## src/rtl/rmc_pkg.sv

```systemverilog
// rmc_pkg: shared constants and types for the radio module configuration command handler
// assumes: both ends and the interface use these by full package name
package rmc_pkg;
   localparam int CLK_MHZ = 250;
   localparam int GUARD_MS = 1000;
   localparam int GUARD_CYC = GUARD_MS * 1000 * CLK_MHZ;
   localparam int GUARD_W = 28;
   localparam int FW_REV_DEF = 128;
   localparam int FW_REV_GUARD = 128;
   // feature bitmap bit positions
   localparam int FB_FLOW = 15;
   localparam int FB_NO_PROMPT = 14;
   localparam int FB_FAST = 13;
   localparam int FB_NO_BEACON = 12;
   localparam int FB_NO_CONN = 11;
   localparam int FB_NO_DUP = 10;
   localparam int FB_PASSIVE = 9;
   localparam int FB_NO_ACK = 8;
   localparam int FB_REBOOT_DISC = 7;
   localparam int FB_AUTO_SCRIPT = 6;
   localparam int FB_LEGACY = 5;
   localparam int FB_NO_LONG = 4;
   localparam int FB_GUARD = 3;
   // service bitmap bit positions
   localparam int SV_DEV_INFO = 7;
   localparam int SV_SERIAL = 6;
   localparam int SV_BEACON = 5;
   localparam int SV_RSVD = 4;
   localparam logic [15:0] FEAT_RST = 16'h0000;
   localparam logic [7:0] SVC_RST = 8'h00;
   localparam logic [7:0] SVC_LEGAL = 8'hf0;
   // connection parameter limits and reset values
   localparam logic [15:0] INT_MIN = 16'h0006;
   localparam logic [15:0] INT_MAX = 16'h0c80;
   localparam logic [15:0] LAT_MAX = 16'h01f3;
   localparam logic [15:0] TMO_MIN = 16'h000a;
   localparam logic [15:0] TMO_MAX = 16'h0c80;
   localparam logic [15:0] MIN_RST = 16'h0006;
   localparam logic [15:0] MAX_RST = 16'h0006;
   localparam logic [15:0] LAT_RST = 16'h0000;
   localparam logic [15:0] TMO_RST = 16'h0200;
   localparam logic [2:0] ARGC_SR = 3'h1;
   localparam logic [2:0] ARGC_SS = 3'h1;
   localparam logic [2:0] ARGC_ST = 3'h4;
   localparam logic [2:0] ARGC_GT = 3'h0;
   typedef enum logic [1:0] {
      OP_FEAT = 2'b00,
      OP_SVC = 2'b01,
      OP_SET_CONN = 2'b10,
      OP_GET_CONN = 2'b11
   } rmc_op_e;
   typedef enum logic [1:0] {
      RSP_AOK = 2'b00,
      RSP_ERR = 2'b01,
      RSP_DATA = 2'b10
   } rmc_rsp_e;
endpackage : rmc_pkg

```

## src/rtl/rmc_if.sv

```systemverilog
// rmc_if: parsed command link between host controller and radio module
// assumes: both ends run on the same mclk; args word n sits at bits 16n+15:16n
`timescale 1ns/1ns
interface rmc_if;
   logic cmd_valid;
   logic cmd_ready;
   rmc_pkg::rmc_op_e cmd_op;
   logic [2:0] cmd_argc;
   logic [63:0] cmd_args;
   logic rsp_valid;
   rmc_pkg::rmc_rsp_e rsp_code;
   logic [63:0] rsp_data;
   logic prompt;
   modport dev (input cmd_valid, cmd_op, cmd_argc, cmd_args,
      output cmd_ready, rsp_valid, rsp_code, rsp_data, prompt);
   modport host (output cmd_valid, cmd_op, cmd_argc, cmd_args,
      input cmd_ready, rsp_valid, rsp_code, rsp_data, prompt);
endinterface : rmc_if

```

## src/rtl/rmc_dev.sv

```systemverilog
// rmc_dev: radio module end; stores feature, service and connection settings
// assumes: rmc_if carrier; reboot is a one-cycle pulse from the system reboot logic
//
// Operation
// - feature bitmap stored, applied at next reboot
// - bit 15 enables hardware flow control
// - bit 14 suppresses ready prompt
// - bit 13: mode pin only, no escape scan
// - bits 12,10,9: beacon, duplicate, passive scan
// - bit 11 drops connectable adverts from scan
// - host sets no-duplicate bit for changing adverts
// - bit 8 selects unacknowledged serial writes
// - bit 7 reboots after link disconnect
// - bit 6 autostarts script at reboot
// - bit 5 enables legacy stream service
// - bit 4 disables long packets, newer firmware
// - bit 3 guards escape by one second
// - feature default 0000, A000 works
// - service bitmap stored, applied after reboot
// - service bits 80,40,20,10; default 00
// - service command deletes custom services
// - four connection params stored in order
// - query returns stored or negotiated params
// - intervals 0006..0c80, max not below min
// - latency range and timeout relation
// - timeout 000a..0c80
`timescale 1ns/1ns
module rmc_dev #(
   parameter int FW_REV = rmc_pkg::FW_REV_DEF,
   parameter int GUARD_CYC = rmc_pkg::GUARD_CYC
) (
   input wire logic mclk,
   input wire logic resetn,
   input wire logic ce,
   rmc_if.dev lnk,
   input wire logic reboot,
   input wire logic link_up,
   input wire logic [63:0] link_params,
   input wire logic data_byte,
   input wire logic esc_done,
   input wire logic mode_pin_fall,
   output logic flow_ctrl_en_q,
   output logic escape_scan_en_q,
   output logic drop_beacon_q,
   output logic drop_connectable_q,
   output logic keep_duplicates_q,
   output logic passive_scan_q,
   output logic write_no_ack_q,
   output logic legacy_stream_service_en_q,
   output logic long_packet_extension_en_q,
   output logic auto_script_start_q,
   output logic reboot_req_q,
   output logic [7:0] svc_active_q,
   output logic purge_custom_q,
   output logic enter_cmd_q,
   output logic pass_through_q
);
   initial begin
      if (GUARD_CYC < 2 || GUARD_CYC >= (1 << rmc_pkg::GUARD_W)) $error("GUARD_CYC out of range");
   end
   localparam logic [15:0] FEAT_MASK = (FW_REV >= rmc_pkg::FW_REV_GUARD) ? 16'hffff : 16'hffe7;
   localparam logic [rmc_pkg::GUARD_W-1:0] GUARD_LIM = rmc_pkg::GUARD_W'(GUARD_CYC);

   typedef enum logic [1:0] {
      ST_IDLE = 2'b00,
      ST_EXEC = 2'b01,
      ST_PROMPT = 2'b10
   } rmc_dst_e;
   typedef enum logic [1:0] {
      GD_IDLE = 2'b00,
      GD_POST = 2'b01
   } rmc_gst_e;

   rmc_dst_e state_q;
   rmc_pkg::rmc_op_e op_q;
   logic [2:0] argc_q;
   logic [63:0] args_q;
   logic [15:0] feat_store_q;
   logic [15:0] feat_active_q;
   logic [7:0] svc_store_q;
   logic [63:0] conn_q;
   logic cmd_ready_q;
   logic rsp_valid_q;
   rmc_pkg::rmc_rsp_e rsp_code_q;
   logic [63:0] rsp_data_q;
   logic prompt_q;
   logic params_ok;
   logic accept;
   logic link_up_q;

   assign lnk.cmd_ready = cmd_ready_q;
   assign lnk.rsp_valid = rsp_valid_q;
   assign lnk.rsp_code = rsp_code_q;
   assign lnk.rsp_data = rsp_data_q;
   assign lnk.prompt = prompt_q;

   rmc_param_check u_chk (
      .int_min(args_q[15:0]),
      .int_max(args_q[31:16]),
      .latency(args_q[47:32]),
      .timeout(args_q[63:48]),
      .ok(params_ok)
   );

   always_comb begin
      case (op_q)
         rmc_pkg::OP_FEAT: accept = (argc_q == rmc_pkg::ARGC_SR);
         rmc_pkg::OP_SVC: accept = (argc_q == rmc_pkg::ARGC_SS) && (args_q[15:8] == 8'h00)
            && ((args_q[7:0] & ~rmc_pkg::SVC_LEGAL) == 8'h00);
         rmc_pkg::OP_SET_CONN: accept = (argc_q == rmc_pkg::ARGC_ST) && params_ok;
         default: accept = (argc_q == rmc_pkg::ARGC_GT);
      endcase
   end

   ////////////////////////////////////////////////////////////////////////////
   // command sequencer
   always_ff @(posedge mclk) begin
      if (!resetn) begin
         state_q <= ST_IDLE;
         cmd_ready_q <= 1'b0;
         rsp_valid_q <= 1'b0;
         prompt_q <= 1'b0;
         op_q <= rmc_pkg::OP_FEAT;
         argc_q <= 3'h0;
         args_q <= 64'h0;
         rsp_code_q <= rmc_pkg::RSP_AOK;
         rsp_data_q <= 64'h0;
      end else if (ce) begin
         rsp_valid_q <= 1'b0;
         prompt_q <= 1'b0;
         case (state_q)
            ST_IDLE: begin
               cmd_ready_q <= 1'b1;
               if (lnk.cmd_valid && cmd_ready_q) begin
                  cmd_ready_q <= 1'b0;
                  op_q <= lnk.cmd_op;
                  argc_q <= lnk.cmd_argc;
                  args_q <= lnk.cmd_args;
                  state_q <= ST_EXEC;
               end
            end
            ST_EXEC: begin
               rsp_valid_q <= 1'b1;
               rsp_data_q <= 64'h0;
               if (!accept) begin
                  rsp_code_q <= rmc_pkg::RSP_ERR;
               end else if (op_q == rmc_pkg::OP_GET_CONN) begin
                  rsp_code_q <= rmc_pkg::RSP_DATA;
                  rsp_data_q <= link_up ? link_params : conn_q;
               end else begin
                  rsp_code_q <= rmc_pkg::RSP_AOK;
               end
               state_q <= ST_PROMPT;
            end
            default: begin
               prompt_q <= ~feat_active_q[rmc_pkg::FB_NO_PROMPT];
               cmd_ready_q <= 1'b1;
               state_q <= ST_IDLE;
            end
         endcase
      end
   end

   ////////////////////////////////////////////////////////////////////////////
   // stored settings
   always_ff @(posedge mclk) begin
      if (!resetn) begin
         feat_store_q <= rmc_pkg::FEAT_RST;
         svc_store_q <= rmc_pkg::SVC_RST;
         conn_q <= {rmc_pkg::TMO_RST, rmc_pkg::LAT_RST, rmc_pkg::MAX_RST, rmc_pkg::MIN_RST};
         purge_custom_q <= 1'b0;
      end else if (ce) begin
         purge_custom_q <= 1'b0;
         if (state_q == ST_EXEC && accept) begin
            case (op_q)
               rmc_pkg::OP_FEAT: feat_store_q <= args_q[15:0] & FEAT_MASK;
               rmc_pkg::OP_SVC: begin
                  svc_store_q <= args_q[7:0];
                  purge_custom_q <= 1'b1;
               end
               rmc_pkg::OP_SET_CONN: conn_q <= args_q;
               default: conn_q <= conn_q;
            endcase
         end
      end
   end

   ////////////////////////////////////////////////////////////////////////////
   // active settings, taken over at reboot
   always_ff @(posedge mclk) begin
      if (!resetn) begin
         feat_active_q <= rmc_pkg::FEAT_RST;
         svc_active_q <= rmc_pkg::SVC_RST;
         auto_script_start_q <= 1'b0;
      end else if (ce) begin
         auto_script_start_q <= 1'b0;
         if (reboot) begin
            feat_active_q <= feat_store_q;
            svc_active_q <= svc_store_q;
            auto_script_start_q <= feat_store_q[rmc_pkg::FB_AUTO_SCRIPT];
         end
      end
   end

   always_ff @(posedge mclk) begin
      if (!resetn) begin
         flow_ctrl_en_q <= 1'b0;
         escape_scan_en_q <= 1'b1;
         drop_beacon_q <= 1'b0;
         drop_connectable_q <= 1'b0;
         keep_duplicates_q <= 1'b0;
         passive_scan_q <= 1'b0;
         write_no_ack_q <= 1'b0;
         legacy_stream_service_en_q <= 1'b0;
         long_packet_extension_en_q <= 1'b1;
      end else if (ce) begin
         flow_ctrl_en_q <= feat_active_q[rmc_pkg::FB_FLOW];
         escape_scan_en_q <= ~feat_active_q[rmc_pkg::FB_FAST];
         drop_beacon_q <= feat_active_q[rmc_pkg::FB_NO_BEACON];
         drop_connectable_q <= feat_active_q[rmc_pkg::FB_NO_CONN];
         keep_duplicates_q <= feat_active_q[rmc_pkg::FB_NO_DUP];
         passive_scan_q <= feat_active_q[rmc_pkg::FB_PASSIVE];
         write_no_ack_q <= feat_active_q[rmc_pkg::FB_NO_ACK];
         legacy_stream_service_en_q <= feat_active_q[rmc_pkg::FB_LEGACY];
         long_packet_extension_en_q <= ~feat_active_q[rmc_pkg::FB_NO_LONG];
      end
   end

   ////////////////////////////////////////////////////////////////////////////
   // reboot request on link loss
   always_ff @(posedge mclk) begin
      if (!resetn) begin
         link_up_q <= 1'b0;
         reboot_req_q <= 1'b0;
      end else if (ce) begin
         link_up_q <= link_up;
         reboot_req_q <= link_up_q && !link_up && feat_active_q[rmc_pkg::FB_REBOOT_DISC];
      end
   end

   ////////////////////////////////////////////////////////////////////////////
   // command mode entry: escape sequence, guard window, mode pin
   rmc_gst_e gstate_q;
   logic [rmc_pkg::GUARD_W-1:0] quiet_q;
   logic [rmc_pkg::GUARD_W-1:0] wait_q;

   always_ff @(posedge mclk) begin
      if (!resetn) begin
         quiet_q <= '0;
      end else if (ce) begin
         if (data_byte) begin
            quiet_q <= '0;
         end else if (quiet_q != GUARD_LIM) begin
            quiet_q <= quiet_q + 1'b1;
         end
      end
   end

   always_ff @(posedge mclk) begin
      if (!resetn) begin
         gstate_q <= GD_IDLE;
         wait_q <= '0;
         enter_cmd_q <= 1'b0;
         pass_through_q <= 1'b0;
      end else if (ce) begin
         enter_cmd_q <= 1'b0;
         pass_through_q <= 1'b0;
         case (gstate_q)
            GD_IDLE: begin
               if (feat_active_q[rmc_pkg::FB_FAST]) begin
                  enter_cmd_q <= mode_pin_fall;
               end else if (esc_done) begin
                  if (!feat_active_q[rmc_pkg::FB_GUARD]) begin
                     enter_cmd_q <= 1'b1;
                  end else if (quiet_q != GUARD_LIM) begin
                     pass_through_q <= 1'b1;
                  end else begin
                     wait_q <= '0;
                     gstate_q <= GD_POST;
                  end
               end
            end
            default: begin
               if (data_byte) begin
                  pass_through_q <= 1'b1;
                  gstate_q <= GD_IDLE;
               end else if (wait_q == GUARD_LIM - 1'b1) begin
                  enter_cmd_q <= 1'b1;
                  gstate_q <= GD_IDLE;
               end else begin
                  wait_q <= wait_q + 1'b1;
               end
            end
         endcase
      end
   end
endmodule : rmc_dev

```

## src/rtl/rmc_param_check.sv

```systemverilog
// rmc_param_check: range check of the four connection parameters
// assumes: inputs are stable for the cycle the result is used
`timescale 1ns/1ns
module rmc_param_check (
   input wire logic [15:0] int_min,
   input wire logic [15:0] int_max,
   input wire logic [15:0] latency,
   input wire logic [15:0] timeout,
   output logic ok
);
   logic [32:0] lat_prod;
   logic [32:0] tmo_scaled;
   always_comb begin
      // latency < timeout*10/(interval*1.25) - 1  <=>  (latency+1)*interval < timeout*8
      lat_prod = 33'({17'd0, latency} + 33'd1) * 33'(int_max);
      tmo_scaled = {14'd0, timeout, 3'd0};
      ok = (int_min >= rmc_pkg::INT_MIN) && (int_min <= rmc_pkg::INT_MAX)
         && (int_max >= rmc_pkg::INT_MIN) && (int_max <= rmc_pkg::INT_MAX)
         && (int_max >= int_min)
         && (latency <= rmc_pkg::LAT_MAX) && (lat_prod < tmo_scaled)
         && (timeout >= rmc_pkg::TMO_MIN) && (timeout <= rmc_pkg::TMO_MAX);
   end
endmodule : rmc_param_check

```

## src/flat_wrapper.sv

```systemverilog
// flat-port wrapper written by rule: the top's interface ports become plain ports
module rmc_dev_flat 
#(
   parameter int FW_REV = rmc_pkg::FW_REV_DEF,
   parameter int GUARD_CYC = rmc_pkg::GUARD_CYC
)
  (mclk, resetn, ce, reboot, link_up, link_params, data_byte, esc_done, mode_pin_fall, flow_ctrl_en_q, escape_scan_en_q, drop_beacon_q, drop_connectable_q, keep_duplicates_q, passive_scan_q, write_no_ack_q, legacy_stream_service_en_q, long_packet_extension_en_q, auto_script_start_q, reboot_req_q, svc_active_q, purge_custom_q, enter_cmd_q, pass_through_q, lnk_cmd_valid, lnk_cmd_op, lnk_cmd_argc, lnk_cmd_args, lnk_cmd_ready, lnk_rsp_valid, lnk_rsp_code, lnk_rsp_data, lnk_prompt);
  rmc_if lnk_i ();
  input wire logic mclk;
  input wire logic resetn;
  input wire logic ce;
  input wire logic reboot;
  input wire logic link_up;
  input wire logic [63:0] link_params;
  input wire logic data_byte;
  input wire logic esc_done;
  input wire logic mode_pin_fall;
  output logic flow_ctrl_en_q;
  output logic escape_scan_en_q;
  output logic drop_beacon_q;
  output logic drop_connectable_q;
  output logic keep_duplicates_q;
  output logic passive_scan_q;
  output logic write_no_ack_q;
  output logic legacy_stream_service_en_q;
  output logic long_packet_extension_en_q;
  output logic auto_script_start_q;
  output logic reboot_req_q;
  output logic [7:0] svc_active_q;
  output logic purge_custom_q;
  output logic enter_cmd_q;
  output logic pass_through_q;
  input wire logic [$bits(lnk_i.cmd_valid)-1:0] lnk_cmd_valid;
  input wire logic [$bits(lnk_i.cmd_op)-1:0] lnk_cmd_op;
  input wire logic [$bits(lnk_i.cmd_argc)-1:0] lnk_cmd_argc;
  input wire logic [$bits(lnk_i.cmd_args)-1:0] lnk_cmd_args;
  output wire logic [$bits(lnk_i.cmd_ready)-1:0] lnk_cmd_ready;
  output wire logic [$bits(lnk_i.rsp_valid)-1:0] lnk_rsp_valid;
  output wire logic [$bits(lnk_i.rsp_code)-1:0] lnk_rsp_code;
  output wire logic [$bits(lnk_i.rsp_data)-1:0] lnk_rsp_data;
  output wire logic [$bits(lnk_i.prompt)-1:0] lnk_prompt;
  assign lnk_i.cmd_valid = lnk_cmd_valid;
  assign lnk_i.cmd_op = lnk_cmd_op;
  assign lnk_i.cmd_argc = lnk_cmd_argc;
  assign lnk_i.cmd_args = lnk_cmd_args;
  assign lnk_cmd_ready = lnk_i.cmd_ready;
  assign lnk_rsp_valid = lnk_i.rsp_valid;
  assign lnk_rsp_code = lnk_i.rsp_code;
  assign lnk_rsp_data = lnk_i.rsp_data;
  assign lnk_prompt = lnk_i.prompt;
  rmc_dev #(.FW_REV(FW_REV), .GUARD_CYC(GUARD_CYC)) u_core (.mclk(mclk), .resetn(resetn), .ce(ce), .lnk(lnk_i), .reboot(reboot), .link_up(link_up), .link_params(link_params), .data_byte(data_byte), .esc_done(esc_done), .mode_pin_fall(mode_pin_fall), .flow_ctrl_en_q(flow_ctrl_en_q), .escape_scan_en_q(escape_scan_en_q), .drop_beacon_q(drop_beacon_q), .drop_connectable_q(drop_connectable_q), .keep_duplicates_q(keep_duplicates_q), .passive_scan_q(passive_scan_q), .write_no_ack_q(write_no_ack_q), .legacy_stream_service_en_q(legacy_stream_service_en_q), .long_packet_extension_en_q(long_packet_extension_en_q), .auto_script_start_q(auto_script_start_q), .reboot_req_q(reboot_req_q), .svc_active_q(svc_active_q), .purge_custom_q(purge_custom_q), .enter_cmd_q(enter_cmd_q), .pass_through_q(pass_through_q));
endmodule
```

## config.mk

```make
export PLATFORM = sky130hd
export DESIGN_NAME = rmc_dev_flat
export DESIGN_NICKNAME = d
export VERILOG_FILES = /design/src/rtl/rmc_pkg.sv /design/src/rtl/rmc_if.sv /design/src/rtl/rmc_dev.sv /design/src/rtl/rmc_param_check.sv /design/src/flat_wrapper.sv
export SDC_FILE = /design/constraint.sdc
export NUM_CORES = 1
export LEC_CHECK = 0
export BUFFER_PORTS_ARGS = -buffer_cell sky130_fd_sc_hd__buf_2
export CORE_MARGIN = 10
export CORE_UTILIZATION = 25
export CTS_CLUSTER_DIAMETER = 80
export CTS_CLUSTER_SIZE = 16
export DETAILED_ROUTE_END_ITERATION = 16
export SLEW_MARGIN = 20
export SYNTH_ARGS = -nofsm -noshare
export SYNTH_HDL_FRONTEND = slang
export SYNTH_HIERARCHICAL = 1
export SYNTH_SLANG_ARGS = --single-unit
```

## constraint.sdc

```tcl
create_clock -name mclk -period 25.7 [get_ports mclk]
set_input_delay 5.14 -clock mclk [delete_from_list [all_inputs] [get_ports mclk]]
set_output_delay 5.14 -clock mclk [all_outputs]
set_load 0.02 [all_outputs]
```

* After elaboration in Yosys (flattened, before gate mapping)
Cells that the tools add are included.
** Operators by class
- Reductions and logical operators :: 36
- Equality and inequality tests :: 15
- Add/subtract/negate cells :: 3
- Multipliers :: 1
- Bitwise gates (word level) :: 4
- Mux-type cells :: 43
- Magnitude comparators :: 9
** Operators by type and width (count)
- 28-bit two-way mux :: 9
- 64-bit two-way mux :: 3
- 28-bit by 1-bit adder with 28-bit output (second input constant) :: 2
- 16-bit by 12-bit <= comparator with 1-bit output (second input constant) :: 3
- 33-bit by 19-bit less-than comparator with 1-bit output :: 1
- 33-bit by 16-bit multiplier with 33-bit output :: 1
- 16-bit by 3-bit greater-or-equal comparator with 1-bit output (second input constant) :: 2
- 28-bit == test (second input constant) :: 1
- 28-bit inequality test (second input constant) :: 1
- 2-bit two-way mux :: 10
- 1-bit two-way mux :: 18
- 16-bit by 1-bit adder with 17-bit output (second input constant) :: 1
- 16-bit greater-or-equal comparator :: 1
- 16-bit by 4-bit greater-or-equal comparator with 1-bit output (second input constant) :: 1
- 16-bit by 9-bit <= comparator with 1-bit output (second input constant) :: 1
- 8-bit logical NOT :: 2
- 1-bit logical AND :: 15
- 3-bit AND reduction :: 4
- 2-bit AND reduction :: 5
- 2-bit inequality test (second input constant) :: 4
- 7-bit AND reduction :: 1
- 2-bit logical NOT :: 3
- 2-bit by 1-bit inequality test with 1-bit output (second input constant) :: 3
- 6-bit AND reduction :: 1
- 13 further kinds :: 18
** Storage, ports and cells
- Bits in registers :: 325
- Bits of input ports :: 142
- Logic and storage cells :: 143
- Output and inout bits :: 91

* Logic depth before layout (Yosys ltp)
- Depth in word-level cells :: 13
- Mapped depth :: 44
- Depth with buffers taken out :: 42

* Hierarchy
The synthesis kept the hierarchy.
** Modules (own cells, without submodules)
- rmc_dev :: area each 13203.9 um2, cells an instance 1530, times used 1, seq. area each 6346.1 um2
- rmc_param_check :: area each 10405.0 um2, cells an instance 1255, times used 1, seq. area each 0.0 um2

* Worst setup path after synthesis
OpenSTA, ideal clock, no wires.
- Path type :: register to register
- Start point :: register u_core.args_q[32]
- End point :: register u_core.feat_store_q[10]
- Slack :: 15.942 ns
- Required time :: 25.584 ns
- Clock period less this slack :: 9.758 ns
- Path buffers :: 3
- Setup time :: 0.116 ns
- Stages on the path, launching flop included :: 43
- Arrival time :: 9.642 ns
- Cells stage by stage :: dfxtp_1 > ha_1 > inv_1 > nor3_1 > nand3_1 > xnor2_1 > clkbuf_1 > nand2_1 > fa_1 > fa_1 > fa_1 > fa_1 > inv_1 > fa_1 > inv_1 > fa_1 > inv_1 > ha_1 > [7 not listed] > xnor2_1 > ha_1 > nor4_1 > nand4_1 > and4b_2 > nand4_1 > nor4_1 > o221ai_1 > nor4_2 > o2111ai_1 > nor4_2 > and4b_1 > o21ai_0 > or3_1 > buf_2 > buf_2 > mux2i_1 > nor2b_1
** On the way
- Cells in the longest elaborated chain, start to end :: 10
- Elaborated cells on any way between the ends :: 12
- Classes of those cells :: 1 x add/sub; 1 x mul; 2 x order compare; 1 x mux; 7 x reduce/logical
** RTL lines
- start, declared :: line rmc_dev.sv:77 : logic [63:0] args_q;
- start signal, assigned :: line rmc_dev.sv:138 : args_q <= lnk.cmd_args;
- 16-bit by 1-bit adder with 17-bit output :: line rmc_param_check.sv:15 : lat_prod = 33'({17'd0, latency} + 33'd1) * 33'(int_max);
- 33-bit by 16-bit multiplier with 33-bit output :: line rmc_param_check.sv:15
- 33-bit by 19-bit less-than comparator with 1-bit output :: line rmc_param_check.sv:20 : && (latency <= rmc_pkg::LAT_MAX) && (lat_prod < tmo_scaled)
- 1-bit logical AND * :: line rmc_param_check.sv:20
- 1-bit logical AND * (2 in a row) :: line rmc_param_check.sv:21 : && (timeout >= rmc_pkg::TMO_MIN) && (timeout <= rmc_pkg::TMO_MAX);
- named net u_core.params_ok :: line rmc_dev.sv:87 : logic params_ok;
- 1-bit logical AND * :: line rmc_dev.sv:110 : rmc_pkg::OP_SET_CONN: accept = (argc_q == rmc_pkg::ARGC_ST) && params_ok;
- 1-bit case mux with 3 select lines * :: line rmc_dev.sv:106 : case (op_q)
- 1-bit logical AND * :: line rmc_dev.sv:174 : if (state_q == ST_EXEC && accept) begin
- 3-bit AND reduction (no source line) *
- end signal, assigned :: line rmc_dev.sv:168 : feat_store_q <= rmc_pkg::FEAT_RST;
- end signal, assigned :: line rmc_dev.sv:176 : rmc_pkg::OP_FEAT: feat_store_q <= args_q[15:0] & FEAT_MASK;
- end, declared :: line rmc_dev.sv:78 : logic [15:0] feat_store_q;
The timed path passes the listed nets; every way through them passes the cells marked *.
A chain may end at the register's enable or synchronous reset.

* Worst setup path after layout
- Start point :: register u_core.args_q[32]
- End point :: register u_core.conn_q[36]
** On the way
- Cells in the longest elaborated chain, start to end :: 10
- Elaborated cells on any way between the ends :: 12
- Classes of those cells :: 1 x add/sub; 1 x mul; 2 x order compare; 1 x mux; 7 x reduce/logical
** RTL lines
- 16-bit by 1-bit adder with 17-bit output :: line rmc_param_check.sv:15
- 33-bit by 16-bit multiplier with 33-bit output :: line rmc_param_check.sv:15
- 33-bit by 19-bit less-than comparator with 1-bit output :: line rmc_param_check.sv:20
- 1-bit logical AND * :: line rmc_param_check.sv:20
- 1-bit logical AND * (2 in a row) :: line rmc_param_check.sv:21
- named net u_core.params_ok :: line rmc_dev.sv:87
- 1-bit logical AND * :: line rmc_dev.sv:110
- 1-bit case mux with 3 select lines * :: line rmc_dev.sv:106
- 1-bit logical AND * :: line rmc_dev.sv:174
- 3-bit AND reduction (no source line) *
- end signal, assigned :: line rmc_dev.sv:170 : conn_q <= {rmc_pkg::TMO_RST, rmc_pkg::LAT_RST, rmc_pkg::MAX_RST, rmc_pkg::MIN_RST};
- end signal, assigned :: line rmc_dev.sv:181 : rmc_pkg::OP_SET_CONN: conn_q <= args_q;
- end signal, assigned :: line rmc_dev.sv:182 : default: conn_q <= conn_q;
- end, declared :: line rmc_dev.sv:81 : logic [63:0] conn_q;
Marks and branches as above.

==> metrics.txt <==
share of layout cells above drive strength 1=between 10% and 20%; Crit Path Category=reg -> reg; worst vdd ir=between 0.00003 and 0.00004 V; WL per Instance=about 17 um; Pleak=around 12 nW; Reg-to-Reg End=u_core/conn_q[36]$_SDFFE_PN0P_; met1 WL=about 32000 um; flop-to-flop setup slack=between 10 and 15 ns; die area=107000 um2; Mapped Cells=around 2800; vias in the first global route=a little under 20000; DRT Pass-1 Iters=5; Switching Share=approximately a quarter; DR top layer=met5; most frequent cells in the layout=nand2_1 (573), dfxtp_1 (317), inv_1 (290); sequential power share=a little over half; Initial Util=around 25%; Warnings, synthesis=6; required time worst endpoint=about 26 ns; Psw=approximately 0.24 mW; asr flop ratio synth=0%; flops & latches, synth=317; placed cells=4157; synthesized net count=3273; worst-skew pair later-pin latency=between 0.5 and 0.6 ns; largest net degree at the start of global routing=116; arrival time of the worst setup path=11.70 ns; final WL=approximately 71000 um; RSZ-0062 raised after global routing=false; Overall Power=between 0.9 and 1 mW; Die Ht=around 330 um; met3 wire length=about 4100 um; initial antenna violation count=2; clk_skew=0.0222 ns; Slew headroom=a little under a fifth; DR iter-0 viols=between 1000 and 1500; sequential area share after synthesis=a little over a quarter; Setup TNS=0 ns; I/O Pins=233; first-pass GRT wire length=112000 um; Congestion Overflow GR=0; crit-path leading delay family=adder cells; commonest non-fill, non-tap cell in the layout=nand2_1; met2 wire length=between 30000 and 40000 um; Synth Area per Inst=roughly 8.5 um2; clk slew on worst S/H paths=roughly 0.070 ns; CP max stage delay=about 0.87 ns; Total GRT Usage=between 10% and 20%; Primary FF master, synth=dfxtp_1; Pint=between 0.7 and 0.8 mW; crit-path most repeated cell=fa_1; post_cts resized=0; DRT antenna net count=0; via count=roughly 19000; Final Max Slew Viols=0; CTS tree=done; I/O Buffers=232; CTS Buffer Depth=3; Hold Path Origin=u_core/lnk.rsp_code[0]$_SDFFE_PN0P_; RR Startpoint=u_core/args_q[32]$_SDFFE_PN0P_; CTS sink cnt=~320; area delta synth->final=13.4%; fin nets=3417; GPL Wtd Cong=0.873; DP HPWL=between 50000 and 60000 um; routed vias/inst=roughly 4.6; Core Area=roughly 93000 um2; Hold Buf Count CTS=0; Setup Fix Bufs, Post-CTS=0; Comb power frac=9.2%; clock group share of total power=~38%; Post-Syn Area=around 24000 um2; outcome=finished, final reports clean; CP Max Fanout=between 60 and 70; Period minus WS final=11.26 ns; Distinct cells, synth=77; Fill cells=9990; min-delay worst type=reg -> reg; crit end category=register; TritonCTS buffer count=24; actual slew at the worst max-slew pin=between 1 and 1.5 ns; DRC Markers=0; Pwr Density=around 35 nW/um2; hold depth=2; Cell Rows=around 110; die width=approximately 330 um; Bufs and invs on worst path=6; type of origin of the critical path=register; crit path max-delay cell type=xnor2_2; number of flops mapped to enable cells by yosys=0; DP Area=roughly 26000 um2; Hold EP=u_core/lnk.rsp_code[0]$_SDFFE_PN0P_; # setup viols final=0; H-tree depth=1; R2R depth=36; total of max-cap violations=0; total count of hold-check failures in the final report=0; Clock Tree Root=clkbuf_16; final instance area=26800 um2; Non-Filler Instances=between 4000 and 5000; period utilization=between 40% and 50%; Max Freq=88.8 MHz
layout make-up:
class	instances	area, um2	share of cell area [%]
Antenna cell	2	5.00	0.0187
Multi-Input combinational cell	2027	15700	58.5
Tap cell	1254	1570	5.86
Clock buffer	26	628	2.35
Clock inverter	3	37.5	0.140
Timing Repair Buffer	269	1450	5.41
Sequential cell	317	6350	23.7
Inverter	290	1090	4.07
metrics by stage:
stage / utilization (%) / setup slack [ns] / hold slack [ns]
finish: 28.6 / 14.44 / 0.456
global route: 28.6 / 13.70 / 0.475
CTS: 28.6 / 14.32 / 0.455
detailed placement: 27.9 / 14.38 / 0.444
global placement: 27.9 / 14.82 / 0.447
floorplan: - / 15.94 / 0.436
metal layers:
metal | vias up | GRT usage, %
met5 | - | 0
met4 | 4 | 3.33
met3 | 84 | 1.73
met2 | 481 | 21.7
met1 | 9446 | 17.3
li1 | 9299 | -
worst max-delay path by stage:
stage                                    from                                    to  slack [ns]  depth (start not counted)
4_1_cts        u_core/args_q[32]$_SDFFE_PN0P_        u_core/conn_q[57]$_SDFFE_PN1P_       14.32                         41
2_1_floorplan  u_core/args_q[32]$_SDFFE_PN0P_  u_core/feat_store_q[10]$_SDFFE_PN0P_       15.94                         42
3_3_place_gp   u_core/args_q[32]$_SDFFE_PN0P_        u_core/conn_q[57]$_SDFFE_PN1P_       14.82                         41
5_1_grt        u_core/args_q[32]$_SDFFE_PN0P_        u_core/conn_q[40]$_SDFFE_PN0P_       13.70                         36
3_5_place_dp   u_core/args_q[32]$_SDFFE_PN0P_         u_core/conn_q[1]$_SDFFE_PN1P_       14.38                         41
6_report       u_core/args_q[32]$_SDFFE_PN0P_        u_core/conn_q[36]$_SDFFE_PN0P_       14.44                         36
logic make-up after synthesis:
kind of cell | share of synthesized area (%)
simple gates | 22.8
buf+inv | 7.24
compound gates | 11.3
fa+ha+maj | 25.0
flops | 26.9
mux | 3.95
xor+xnor | 2.89
power groups by stage:
stage / Clock, mW / Combinational [mW] / Sequential [mW]
3_3_place_gp: 0 / 0.0863 / 0.513
2_1_floorplan: 0 / 0.0515 / 0.510
4_1_cts: 0.368 / 0.0869 / 0.501
3_5_place_dp: 0 / 0.0866 / 0.513
6_report: 0.356 / 0.0867 / 0.501
5_1_grt: 0.386 / 0.0951 / 0.502
synthesized netlist by cell type, drive strengths merged, types with 52 or more instances:
master	count	area, um2
nor2	79	297
a21boi	154	1160
fa	208	4160
clkbuf	124	478
o21ai	102	522
nand3	52	265
ha	138	1730
and2	188	1180
inv	290	1090
nand2	574	2150
a21oi	62	318
mux2i	92	921
dfxtp	317	6350
flip-flops by register name (all words and copies together), names as in the netlist, 2 cells and up:
signal                cells
u_core/op_q               2
u_core/feat_active_q     12
u_core/wait_q            28
u_core/args_q            64
u_core/argc_q             3
u_core/state_q            2
u_core/quiet_q           28
u_core/feat_store_q      13
u_core/conn_q            64
u_core/lnk.rsp_data      64
u_core/svc_active_q       8
u_core/lnk.rsp_code       2
u_core/svc_store_q        8
tightest hold or removal path, delay by kind of cell (launching register included):
family | cells | cell delay, ns
and+or+nand+nor | 1 | 0.05
DFF | 1 | 0.31
AOI/OAI and AO/OA | 1 | 0.05
(Power assumes the default switching activity.)
